[config.mk]
export PLATFORM = sky130hd
export DESIGN_NAME = srs_supervisor
export DESIGN_NICKNAME = d
export VERILOG_FILES = /design/src/srs_pkg.sv /design/src/srs_supervisor.sv /design/src/srs_debounce.sv
export VERILOG_INCLUDE_DIRS = /design/src /design/src/src
export SDC_FILE = /design/constraint.sdc
export NUM_CORES = 1
export LEC_CHECK = 0
export ABC_AREA = 1
export BUFFER_PORTS_ARGS = -buffer_cell sky130_fd_sc_hd__buf_2
export CAP_MARGIN = 5
export CORE_MARGIN = 2
export CORE_UTILIZATION = 64
export CTS_CLUSTER_DIAMETER = 30
export DETAILED_ROUTE_END_ITERATION = 8
export GPL_ROUTABILITY_DRIVEN = 0
export GPL_TIMING_DRIVEN = 0
export PLACE_DENSITY = 0.81
export SLEW_MARGIN = 20
export SYNTH_ARGS = -nofsm -noshare
export SYNTH_HDL_FRONTEND = slang
export SYNTH_SLANG_ARGS = --single-unit
[constraint.sdc]
create_clock -name sys_clk -period 8.61 [get_ports sys_clk]
set_input_delay 2.583 -clock sys_clk [delete_from_list [all_inputs] [get_ports sys_clk]]
set_output_delay 2.583 -clock sys_clk [all_outputs]
set_load 0.02 [all_outputs]
[src/srs_defs.svh]
/*
 * Timing counts for the safety relay supervisor.
 * Assumes a 200 MHz system clock (period 5 ns).
 */
`ifndef SRS_DEFS_SVH
`define SRS_DEFS_SVH

// ==========================================================================
// Clock and times
// ==========================================================================
`define SRS_CLK_PERIOD_NS 5
`define SRS_RESET_MIN_MS 80
`define SRS_RESPONSE_MAX_MS 20
`define SRS_DEBOUNCE_US 1000
`define SRS_FLASH_HALF_MS 250
`define SRS_RESET_MIN_CYC ((`SRS_RESET_MIN_MS * 1000000 + `SRS_CLK_PERIOD_NS - 1) / `SRS_CLK_PERIOD_NS)
`define SRS_DEBOUNCE_CYC ((`SRS_DEBOUNCE_US * 1000) / `SRS_CLK_PERIOD_NS)
`define SRS_FLASH_HALF_CYC ((`SRS_FLASH_HALF_MS * 1000000) / `SRS_CLK_PERIOD_NS)
`define SRS_RESPONSE_MAX_CYC ((`SRS_RESPONSE_MAX_MS * 1000000) / `SRS_CLK_PERIOD_NS)

// ==========================================================================
// Input option encodings
// ==========================================================================
`define SRS_OPT_SINGLE 3'h0
`define SRS_OPT_DUAL_NO 3'h1
`define SRS_OPT_NO_NC 3'h2
`define SRS_OPT_RAILS 3'h3
`define SRS_OPT_MAT 3'h4

`endif

[src/srs_pkg.sv]
/*
 * Types of the safety relay supervisor.
 * Assumes nothing of its surroundings.
 */
package srs_pkg;

// ==========================================================================
// Types
// ==========================================================================
typedef enum logic [2:0] {
    SRS_SINGLE,
    SRS_DUAL_NO,
    SRS_NO_NC,
    SRS_RAILS,
    SRS_MAT
} srs_option_t;

typedef enum logic [1:0] {
    SRS_ST_OFF,
    SRS_ST_ARMED,
    SRS_ST_ON
} srs_state_t;

endpackage

[src/srs_supervisor.sv]
/*
 * Decision logic of a compact safety relay: input options, reset modes,
 * feedback supervision, short detection, status and indicator.
 * Assumes contact levels arrive as logic levels (1 = closed or live),
 * with short detectors and a supply monitor provided by the analog front.
 */
`include "srs_defs.svh"

// Operation
// - Five input options selectable: single, dual NO, NO+NC, rails, safety mat.
// - Energise both relays only with inputs active and reset complete.
// - De-energise both relays on input deactivation or supply failure.
// - Refuse reset unless relays one and two read back de-energised.
// - Drive a changeover status output reporting relay state.
// - Manual reset needs reset contact closed then opened; stuck closed never activates.
// - Dual NO, NO+NC and rails options check both inputs before allowing reset.
// - Flash on indicator at low supply or actuated safety mat.
// - Single channel: first input closed to activate, open drops outputs.
// - Dual NO: both inputs closed to activate, either opening drops outputs.
// - Dual NO: new reset only after both contacts opened and reclosed.
// - NO+NC: NO closed, NC open to activate; change or short drops outputs.
// - NO+NC: reactivate only after both inputs returned to initial state.
// - Rails option acts like dual NO and drops outputs on rail short.
// - Mat: both contacts made to activate; actuation or short drops, flashes.
// - Auto reset via link; outputs activate together with inputs.
// - Feedback path in series with reset input must be closed to activate.
// - Status output low while not reset, high once reset.
// - Outputs switch within the maximum response time after input change.
module srs_supervisor import srs_pkg::*; #(
    parameter int DEBOUNCE_CYC = `SRS_DEBOUNCE_CYC,
    parameter int RESET_MIN_CYC = `SRS_RESET_MIN_CYC,
    parameter int FLASH_HALF_CYC = `SRS_FLASH_HALF_CYC
) (
    input wire logic sys_clk,
    input wire logic reset_n,
    input wire logic clk_en,
    input wire logic [2:0] input_option,
    input wire logic first_channel_pos_input,
    input wire logic second_channel_pos_input,
    input wire logic nc_channel_input,
    input wire logic zero_volt_channel_input,
    input wire logic mat_return_terminal,
    input wire logic cross_short_detect,
    input wire logic reset_input,
    input wire logic auto_reset_link,
    input wire logic relay1_open_fb,
    input wire logic relay2_open_fb,
    input wire logic supply_ok,
    input wire logic supply_low,
    output logic relay1_drive,
    output logic relay2_drive,
    output logic status_output,
    output logic on_indicator
);
    localparam int NIN = 8;
    localparam int RW = $clog2(RESET_MIN_CYC + 1);
    localparam int FW = $clog2(FLASH_HALF_CYC + 1);
    localparam int RESP_CYC = `SRS_RESPONSE_MAX_CYC;

    if (RESET_MIN_CYC < 1 || FLASH_HALF_CYC < 1 || DEBOUNCE_CYC < 1) begin : g_bad_counts
        $error("timing counts must be at least one");
    end
    if (DEBOUNCE_CYC + 8 >= RESP_CYC) begin : g_bad_debounce
        $error("debounce too long for the response time");
    end

    // ======================================================================
    // Reset release
    // ======================================================================
    logic rst_s1_q;
    logic rst_n_q;

    always_ff @(posedge sys_clk or negedge reset_n) begin
        if (!reset_n) begin
            rst_s1_q <= 1'b0;
            rst_n_q <= 1'b0;
        end else begin
            rst_s1_q <= 1'b1;
            rst_n_q <= rst_s1_q;
        end
    end

    // ======================================================================
    // Input conditioning
    // ======================================================================
    logic [NIN-1:0] raw_in;
    logic [NIN-1:0] db_in;

    assign raw_in = {reset_input, auto_reset_link, cross_short_detect, mat_return_terminal,
                     zero_volt_channel_input, nc_channel_input, second_channel_pos_input,
                     first_channel_pos_input};

    for (genvar i = 0; i < NIN; i++) begin : g_db
        srs_debounce #(
            .COUNT(DEBOUNCE_CYC)
        ) u_db (
            .sys_clk(sys_clk),
            .rst_n(rst_n_q),
            .clk_en(clk_en),
            .raw(raw_in[i]),
            .clean(db_in[i])
        );
    end

    logic ch1;
    logic ch2;
    logic ch_nc;
    logic ch_0v;
    logic ch_mat;
    logic xshort;
    logic auto_mode;
    logic rst_in;

    assign ch1 = db_in[0];
    assign ch2 = db_in[1];
    assign ch_nc = db_in[2];
    assign ch_0v = db_in[3];
    assign ch_mat = db_in[4];
    assign xshort = db_in[5];
    assign auto_mode = db_in[6];
    assign rst_in = db_in[7];

    // ======================================================================
    // Option decode
    // ======================================================================
    srs_option_t opt;
    logic opt_valid;

    function automatic srs_option_t decode_opt(input logic [2:0] code);
        case (code)
            `SRS_OPT_SINGLE: decode_opt = SRS_SINGLE;
            `SRS_OPT_DUAL_NO: decode_opt = SRS_DUAL_NO;
            `SRS_OPT_NO_NC: decode_opt = SRS_NO_NC;
            `SRS_OPT_RAILS: decode_opt = SRS_RAILS;
            default: decode_opt = SRS_MAT;
        endcase
    endfunction

    assign opt = decode_opt(input_option);
    assign opt_valid = input_option <= `SRS_OPT_MAT;

    // Inputs active for the chosen option, and the fully released rest state
    logic inputs_active;
    logic inputs_idle;
    logic fault_short;

    always_comb begin
        inputs_active = 1'b0;
        inputs_idle = 1'b0;
        fault_short = 1'b0;
        case (opt)
            SRS_SINGLE: begin
                inputs_active = ch1;
                inputs_idle = !ch1;
            end
            SRS_DUAL_NO: begin
                inputs_active = ch1 && ch2;
                inputs_idle = !ch1 && !ch2;
            end
            SRS_NO_NC: begin
                inputs_active = ch1 && !ch_nc;
                inputs_idle = !ch1 && ch_nc;
                fault_short = xshort;
            end
            SRS_RAILS: begin
                inputs_active = ch1 && ch_0v;
                inputs_idle = !ch1 && !ch_0v;
                fault_short = xshort;
            end
            SRS_MAT: begin
                inputs_active = ch1 && ch_mat;
                inputs_idle = 1'b1;
                fault_short = xshort;
            end
            default: begin
                inputs_active = 1'b0;
                inputs_idle = 1'b0;
            end
        endcase
    end

    logic run_ok;
    assign run_ok = inputs_active && !fault_short && supply_ok && opt_valid;

    // ======================================================================
    // Dual channel supervision: both channels must have been released
    // ======================================================================
    srs_state_t state_q;
    logic released_q;

    always_ff @(posedge sys_clk or negedge rst_n_q) begin
        if (!rst_n_q) begin
            released_q <= 1'b0;
        end else if (clk_en) begin
            if (state_q == SRS_ST_ON) begin
                released_q <= 1'b0;
            end else if (inputs_idle && !fault_short) begin
                released_q <= 1'b1;
            end
        end
    end

    // ======================================================================
    // Manual reset: closure timed, release completes the reset
    // ======================================================================
    logic rst_prev_q;
    logic [RW-1:0] hold_q;
    logic hold_met;
    logic reset_pulse;
    logic relays_open;

    assign hold_met = hold_q == RW'(RESET_MIN_CYC);
    assign relays_open = relay1_open_fb && relay2_open_fb;

    always_ff @(posedge sys_clk or negedge rst_n_q) begin
        if (!rst_n_q) begin
            rst_prev_q <= 1'b0;
            hold_q <= '0;
        end else if (clk_en) begin
            rst_prev_q <= rst_in;
            if (!rst_in) begin
                hold_q <= '0;
            end else if (!hold_met) begin
                hold_q <= hold_q + 1'b1;
            end
        end
    end

    // Falling edge after a long enough closure; a stuck contact never falls
    assign reset_pulse = rst_prev_q && !rst_in && hold_met;

    // ======================================================================
    // Relay state machine
    // ======================================================================
    logic permit;

    // Auto mode: the reset input level is the feedback path, so it must be closed
    assign permit = relays_open && released_q;

    always_ff @(posedge sys_clk or negedge rst_n_q) begin
        if (!rst_n_q) begin
            state_q <= SRS_ST_OFF;
        end else if (clk_en) begin
            case (state_q)
                SRS_ST_OFF: begin
                    if (!run_ok) begin
                        state_q <= SRS_ST_OFF;
                    end else if (auto_mode) begin
                        if (rst_in && permit) begin
                            state_q <= SRS_ST_ON;
                        end
                    end else if (reset_pulse && permit) begin
                        state_q <= SRS_ST_ON;
                    end
                end
                SRS_ST_ON: begin
                    if (!run_ok) begin
                        state_q <= SRS_ST_OFF;
                    end
                end
                default: state_q <= SRS_ST_OFF;
            endcase
        end
    end

    always_ff @(posedge sys_clk or negedge rst_n_q) begin
        if (!rst_n_q) begin
            relay1_drive <= 1'b0;
            relay2_drive <= 1'b0;
            status_output <= 1'b0;
        end else if (clk_en) begin
            relay1_drive <= state_q == SRS_ST_ON && run_ok;
            relay2_drive <= state_q == SRS_ST_ON && run_ok;
            status_output <= state_q == SRS_ST_ON;
        end
    end

    // ======================================================================
    // On indicator
    // ======================================================================
    logic [FW-1:0] flash_cnt_q;
    logic flash_q;
    logic flash_req;

    assign flash_req = supply_low || (opt == SRS_MAT && (!ch_mat || xshort));

    always_ff @(posedge sys_clk or negedge rst_n_q) begin
        if (!rst_n_q) begin
            flash_cnt_q <= '0;
            flash_q <= 1'b0;
        end else if (clk_en) begin
            if (flash_cnt_q == FW'(FLASH_HALF_CYC - 1)) begin
                flash_cnt_q <= '0;
                flash_q <= !flash_q;
            end else begin
                flash_cnt_q <= flash_cnt_q + 1'b1;
            end
        end
    end

    always_ff @(posedge sys_clk or negedge rst_n_q) begin
        if (!rst_n_q) begin
            on_indicator <= 1'b0;
        end else if (clk_en) begin
            on_indicator <= flash_req ? flash_q : 1'b1;
        end
    end

    // ======================================================================
    // Checks
    // ======================================================================
    chk_relays_pair: assert property (@(posedge sys_clk) disable iff (!rst_n_q)
        relay1_drive == relay2_drive)
        else $error("relay drives differ");

    chk_drop_on_loss: assert property (@(posedge sys_clk) disable iff (!rst_n_q)
        clk_en && !run_ok |=> !relay1_drive)
        else $error("relay held after loss of inputs");

    chk_reset_refused: assert property (@(posedge sys_clk) disable iff (!rst_n_q)
        clk_en && state_q == SRS_ST_OFF && !relays_open |=> state_q == SRS_ST_OFF)
        else $error("reset taken with relay not open");

    chk_status_follows: assert property (@(posedge sys_clk) disable iff (!rst_n_q)
        clk_en |=> status_output == ($past(state_q) == SRS_ST_ON))
        else $error("status output wrong");

    chk_manual_edge: assert property (@(posedge sys_clk) disable iff (!rst_n_q)
        clk_en && state_q == SRS_ST_OFF && !auto_mode && !reset_pulse
        |=> state_q == SRS_ST_OFF)
        else $error("manual activation without reset release");

    chk_need_release: assert property (@(posedge sys_clk) disable iff (!rst_n_q)
        clk_en && state_q == SRS_ST_OFF && !released_q |=> state_q == SRS_ST_OFF)
        else $error("activation without both channels released");

    chk_feedback: assert property (@(posedge sys_clk) disable iff (!rst_n_q)
        clk_en && state_q == SRS_ST_OFF && auto_mode && !rst_in
        |=> state_q == SRS_ST_OFF)
        else $error("auto activation with feedback open");

    chk_auto_fast: assert property (@(posedge sys_clk) disable iff (!rst_n_q)
        clk_en && state_q == SRS_ST_OFF && auto_mode && rst_in && permit && run_ok
        ##1 clk_en && run_ok |=> relay1_drive)
        else $error("auto mode did not energise");

    cov_manual: cover property (@(posedge sys_clk) disable iff (!rst_n_q)
        !auto_mode && reset_pulse ##1 state_q == SRS_ST_ON);
    cov_auto: cover property (@(posedge sys_clk) disable iff (!rst_n_q)
        auto_mode && state_q == SRS_ST_ON);
    cov_short: cover property (@(posedge sys_clk) disable iff (!rst_n_q)
        state_q == SRS_ST_ON && fault_short);
    cov_flash: cover property (@(posedge sys_clk) disable iff (!rst_n_q)
        flash_req && $fell(on_indicator));
endmodule

[src/srs_debounce.sv]
/*
 * Debouncer: a two-flop synchroniser then a stability counter.
 * Assumes the input level is asynchronous contact state.
 */
`include "srs_defs.svh"

module srs_debounce import srs_pkg::*; #(
    parameter int COUNT = `SRS_DEBOUNCE_CYC
) (
    input wire logic sys_clk,
    input wire logic rst_n,
    input wire logic clk_en,
    input wire logic raw,
    output logic clean
);
    localparam int CW = $clog2(COUNT + 1);

    if (COUNT < 1) begin : g_bad_count
        $error("debounce count must be at least one");
    end

    logic sync1_q;
    logic sync2_q;
    logic [CW-1:0] cnt_q;

    // ======================================================================
    // Synchroniser
    // ======================================================================
    always_ff @(posedge sys_clk or negedge rst_n) begin
        if (!rst_n) begin
            sync1_q <= 1'b0;
            sync2_q <= 1'b0;
        end else if (clk_en) begin
            sync1_q <= raw;
            sync2_q <= sync1_q;
        end
    end

    // ======================================================================
    // Stability filter
    // ======================================================================
    always_ff @(posedge sys_clk or negedge rst_n) begin
        if (!rst_n) begin
            cnt_q <= '0;
            clean <= 1'b0;
        end else if (clk_en) begin
            if (sync2_q == clean) begin
                cnt_q <= '0;
            end else if (cnt_q == CW'(COUNT - 1)) begin
                cnt_q <= '0;
                clean <= sync2_q;
            end else begin
                cnt_q <= cnt_q + 1'b1;
            end
        end
    end
endmodule

==> results <==
- When the netlist entered floorplanning its net count stood at 1924.
- The minimum period implied by the final worst setup slack is 3.87 ns.
- The endpoint required time on the critical path is 9.09 ns.
- The data arrival time of the critical path is 4.35 ns.
- The run finished with clean final reports.
- The worst min-delay path class is reg -> async.
- The number of rows in the core area is 53.
- Of the cells placed in the final design, the portion with a size suffix greater than 1 is 10.5%.
- After the last flow step, the layout net total stands at 2001.
- The most numerous cell on the critical path is sky130_fd_sc_hd__buf_2.
- The number of warnings issued by yosys is 0.
- The number of max-cap violations is 0.
- Once the clock tree was built, the resizer swapped 0 gates to a different size.
- Buffers inserted during clock tree synthesis total 50.
- After global routing the overflow that remains totals 0.
- For this design, the CTS-stage hold fixing added 0 buffers.
- The adder-cell area share of the yosys netlist is 1.02%.
- The final-layout fill cell count is 1553.
- The leakage power is 0.00742 µW.
- The count of vias placed by the detailed router is 13.0k.
- The overall fraction of global-route tracks in use is 31.5%.
- The cell class contributing the biggest share of worst-path delay is buffers and inverters.
- Each instance of the synthesized netlist takes up on average 7.14 µm².
- The pre-antenna-repair detailed-routing pass consisted of 5 iterations.
- The setup violation total in the final timing report is 0.
- The number of global-route vias before repair is 12.5k.
- The initial antenna violation count is 0.
- The final worst-path cycle share is 45.0%.
- The predominant post-synthesis flop cell is sky130_fd_sc_hd__dfrtp_1.
- Synthesis produced a netlist whose cell count is 1895.
- For this configuration, the core starts out at a cell density of 64.8%.
- The count of final hold-check violations came to 0.
- The startpoint class of the critical path is an input pin.
- After the flow finishes, the layout carries non-filler instances totaling 2289.
- Once detailed placement completed, the half-perimeter wirelength came to 23200 µm.
- The worst-case clock skew is 0.0152 ns.
- The count of inserted antenna diode cells is 0.
- The worst slew margin relative to its limit is 49.2%.
- Counting distinct cell types in the post-synthesis netlist gives 44.
- The slowest stage cell on the critical path is sky130_fd_sc_hd__clkbuf_1.
- The area growth from synthesis to layout is 17.5%.
- For this design the ratio of total power to cell area is 212 nW/µm².
- TritonCTS built the clock tree.
- Traced cell by cell, the critical path runs through buf_2 -> inv_2 -> buf_2 -> buf_2 -> clkbuf_1 -> nand2_1 -> nand2_1.
- The maximum clock frequency is 258 MHz.
- Cells fill 76.1% of the core in the end.
- The register bit count reported by yosys is 227.
- In this run the worst path has a maximum fanout of 10.
- Summing the areas of all xor and xnor instances in the mapped netlist gives 3.95% of the synthesized area.
- The placeable core region is 20900 µm².
- The kind of end point of the critical path is a register.
- The first-pass GRT wire length is 57800 µm.
- The largest family of logic cells by synthesized area is simple AND/OR/NAND/NOR gates.
- The synthesized design contains 0 enable-type register cells.
- The worst vdd rail ir drop is 0.000195 V.
- Leaving out fill and tap cells, the most frequent cell in the layout is sky130_fd_sc_hd__nand2_1.
- The overall die height is 149 µm.
- The cell area that synthesis handed to floorplanning was 13500 µm².
- In this run the count of I/O pins placed on the die edge is 22.
- The type of the worst setup path is in -> reg.
- Together, buffers and inverters on the worst path number 5.
- The portion of synthesized area spent on multiplexers is 0%.
- The buffers inserted during post-CTS setup optimization is 0.
- At the pin with the least slew margin, the transition time is 0.762 ns.
- The max-slew violation count is 0.
- The simple-gate portion of the synthesized area is 38.0%.
- The clock latency of the later-clocked register in the worst-skew pair is 0.56 ns.
- Using the TritonRoute via totals, the vias-per-cell ratio works out to 5.66.
- The top cell types in the final layout, fill and taps aside, are sky130_fd_sc_hd__nand2_1 (573), sky130_fd_sc_hd__dfrtp_1 (226), sky130_fd_sc_hd__inv_1 (214).
- The highest cell delay on the worst timing path is 0.49 ns.
- The wire length reported by the detailed router is 34200 µm.
- The share of async-settable or async-resettable flops after synthesis is 100%.
- Of the synthesized area, sequential elements account for 42.0%.
- For this run, design rule violations remaining after detail routing come to 0.
- The cell at the root of the clock tree is sky130_fd_sc_hd__clkbuf_16.
- Setup repair after global routing left no endpoint under its margin.
- Once detail routing completed, the nets flagged for antenna violations numbered 0.
- The number of DRC markers after the initial detailed-route iteration is 927.
- The die covers 22300 µm².
- The count of buffers added on input and output ports is 21.
- The clock tree synthesis step divided the H-tree into 2 levels.
- The mean routed wirelength per cell is 15.0 µm.
- The overall die width is 149 µm.
- After clock tree synthesis, the clock-pin slew on the worst setup and hold paths is 0.05 ns.
- The area fraction in compound gates after synthesis is 7.16%.
- The number of placed instances, taps included, is 2195.
- Counting every sink on the clock net gives 227.
- The clock tree buffer depth is 3.
- Entering global routing, the biggest net connects 57 pins.
==> cell families after synthesis <==
logic type | Yosys count
buf+inv | 266
xor+xnor | 61
fa+ha+maj | 11
simple gates | 1146
other cells | 1
flops | 227
compound gates | 183
==> worst paths after layout <==
| check | from | endpoint | slack, ns | cells after the start |
|---|---|---|---|---|
| setup / recovery | clk_en | g_db[7].u_db.cnt_q[8] | 4.74 | 7 |
| hold / removal | rst_n_q | flash_cnt_q[17] | 0.26 | 0 |
| setup reg to reg | g_db[5].u_db.cnt_q[0] | g_db[5].u_db.cnt_q[13] | 6.75 | 11 |
| hold reg to reg | rst_n_q | flash_cnt_q[17] | 0.26 | 0 |
| max in group asynchronous | reset_n | rst_n_q | 6.69 | 1 |
| min in group sys_clk | rst_s1_q | rst_n_q | 0.36 | 0 |
==> layout make-up <==
cell class	instances	area [µm²]	share of cell area [%]
buffer	39	208	1.31
clock buffer	58	1330	8.38
clock inverter	36	477	3.00
inverter	227	852	5.36
multi-input combinational	1402	6790	42.7
sequential	227	5680	35.8
tap	275	344	2.16
timing repair buffer	25	208	1.31
==> synth_stat cells, drive strengths merged, types with 8 or more instances <==
library cell  number  area share [%]
nand2            582              16
dfrtp            227              42
inv              227             6.3
nor2             215             6.8
nand3            200             7.9
o21ai            142             5.3
nand4             63             2.9
nor3              60             2.7
xor2              49             3.2
buf               25             1.1
o22ai             17            0.79
clkbuf            14            0.39
a21oi             13            0.48
xnor2             12            0.78
ha                11             1.0
nand3b            11            0.61
or2                8            0.37
==> power by group <==
part / switching (µW) / internal [µW]
logic: 129 / 59.1
clock network: 659 / 1360
registers: 44.6 / 1110
==> state kept, by name, indices dropped and copies added, names as in the netlist <==
register	count
status_output	1
state_q	1
g_db.u_db.cnt_q	144
g_db.u_db.sync2_q	8
g_db.u_db.clean	8
g_db.u_db.sync1_q	8
rst_n_q	1
flash_cnt_q	26
hold_q	24
flash_q	1
relay2_drive	1
on_indicator	1
released_q	1
rst_prev_q	1
rst_s1_q	1
==> metal layers <==
metal	wire length (µm)	track usage, %	up-vias
li1	-	-	6309
met1	14500	41.1	6075
met2	16200	51.9	467
met3	2350	5.73	105
met4	1210	13.5	0
met5	0	0	-
==> through the flow <==
stage / cell area [µm²] / TNS, ns / total power [µW] / setup WS [ns] / hold slack [ns]
after floorplan: 13500 / 0 / 1290 / 1.82 / 0.331
after detailed placement: 14100 / 0 / 1360 / 4.24 / 0.272
after global placement: 14000 / -180.87 / 1340 / -0.832 / 0.344
after CTS: 15900 / 0 / 3380 / 4.75 / 0.271
after global routing: 15900 / 0 / 3480 / 4.69 / 0.298
final: 15900 / 0 / 3370 / 4.74 / 0.257
Power figures use the tool's default switching activity.
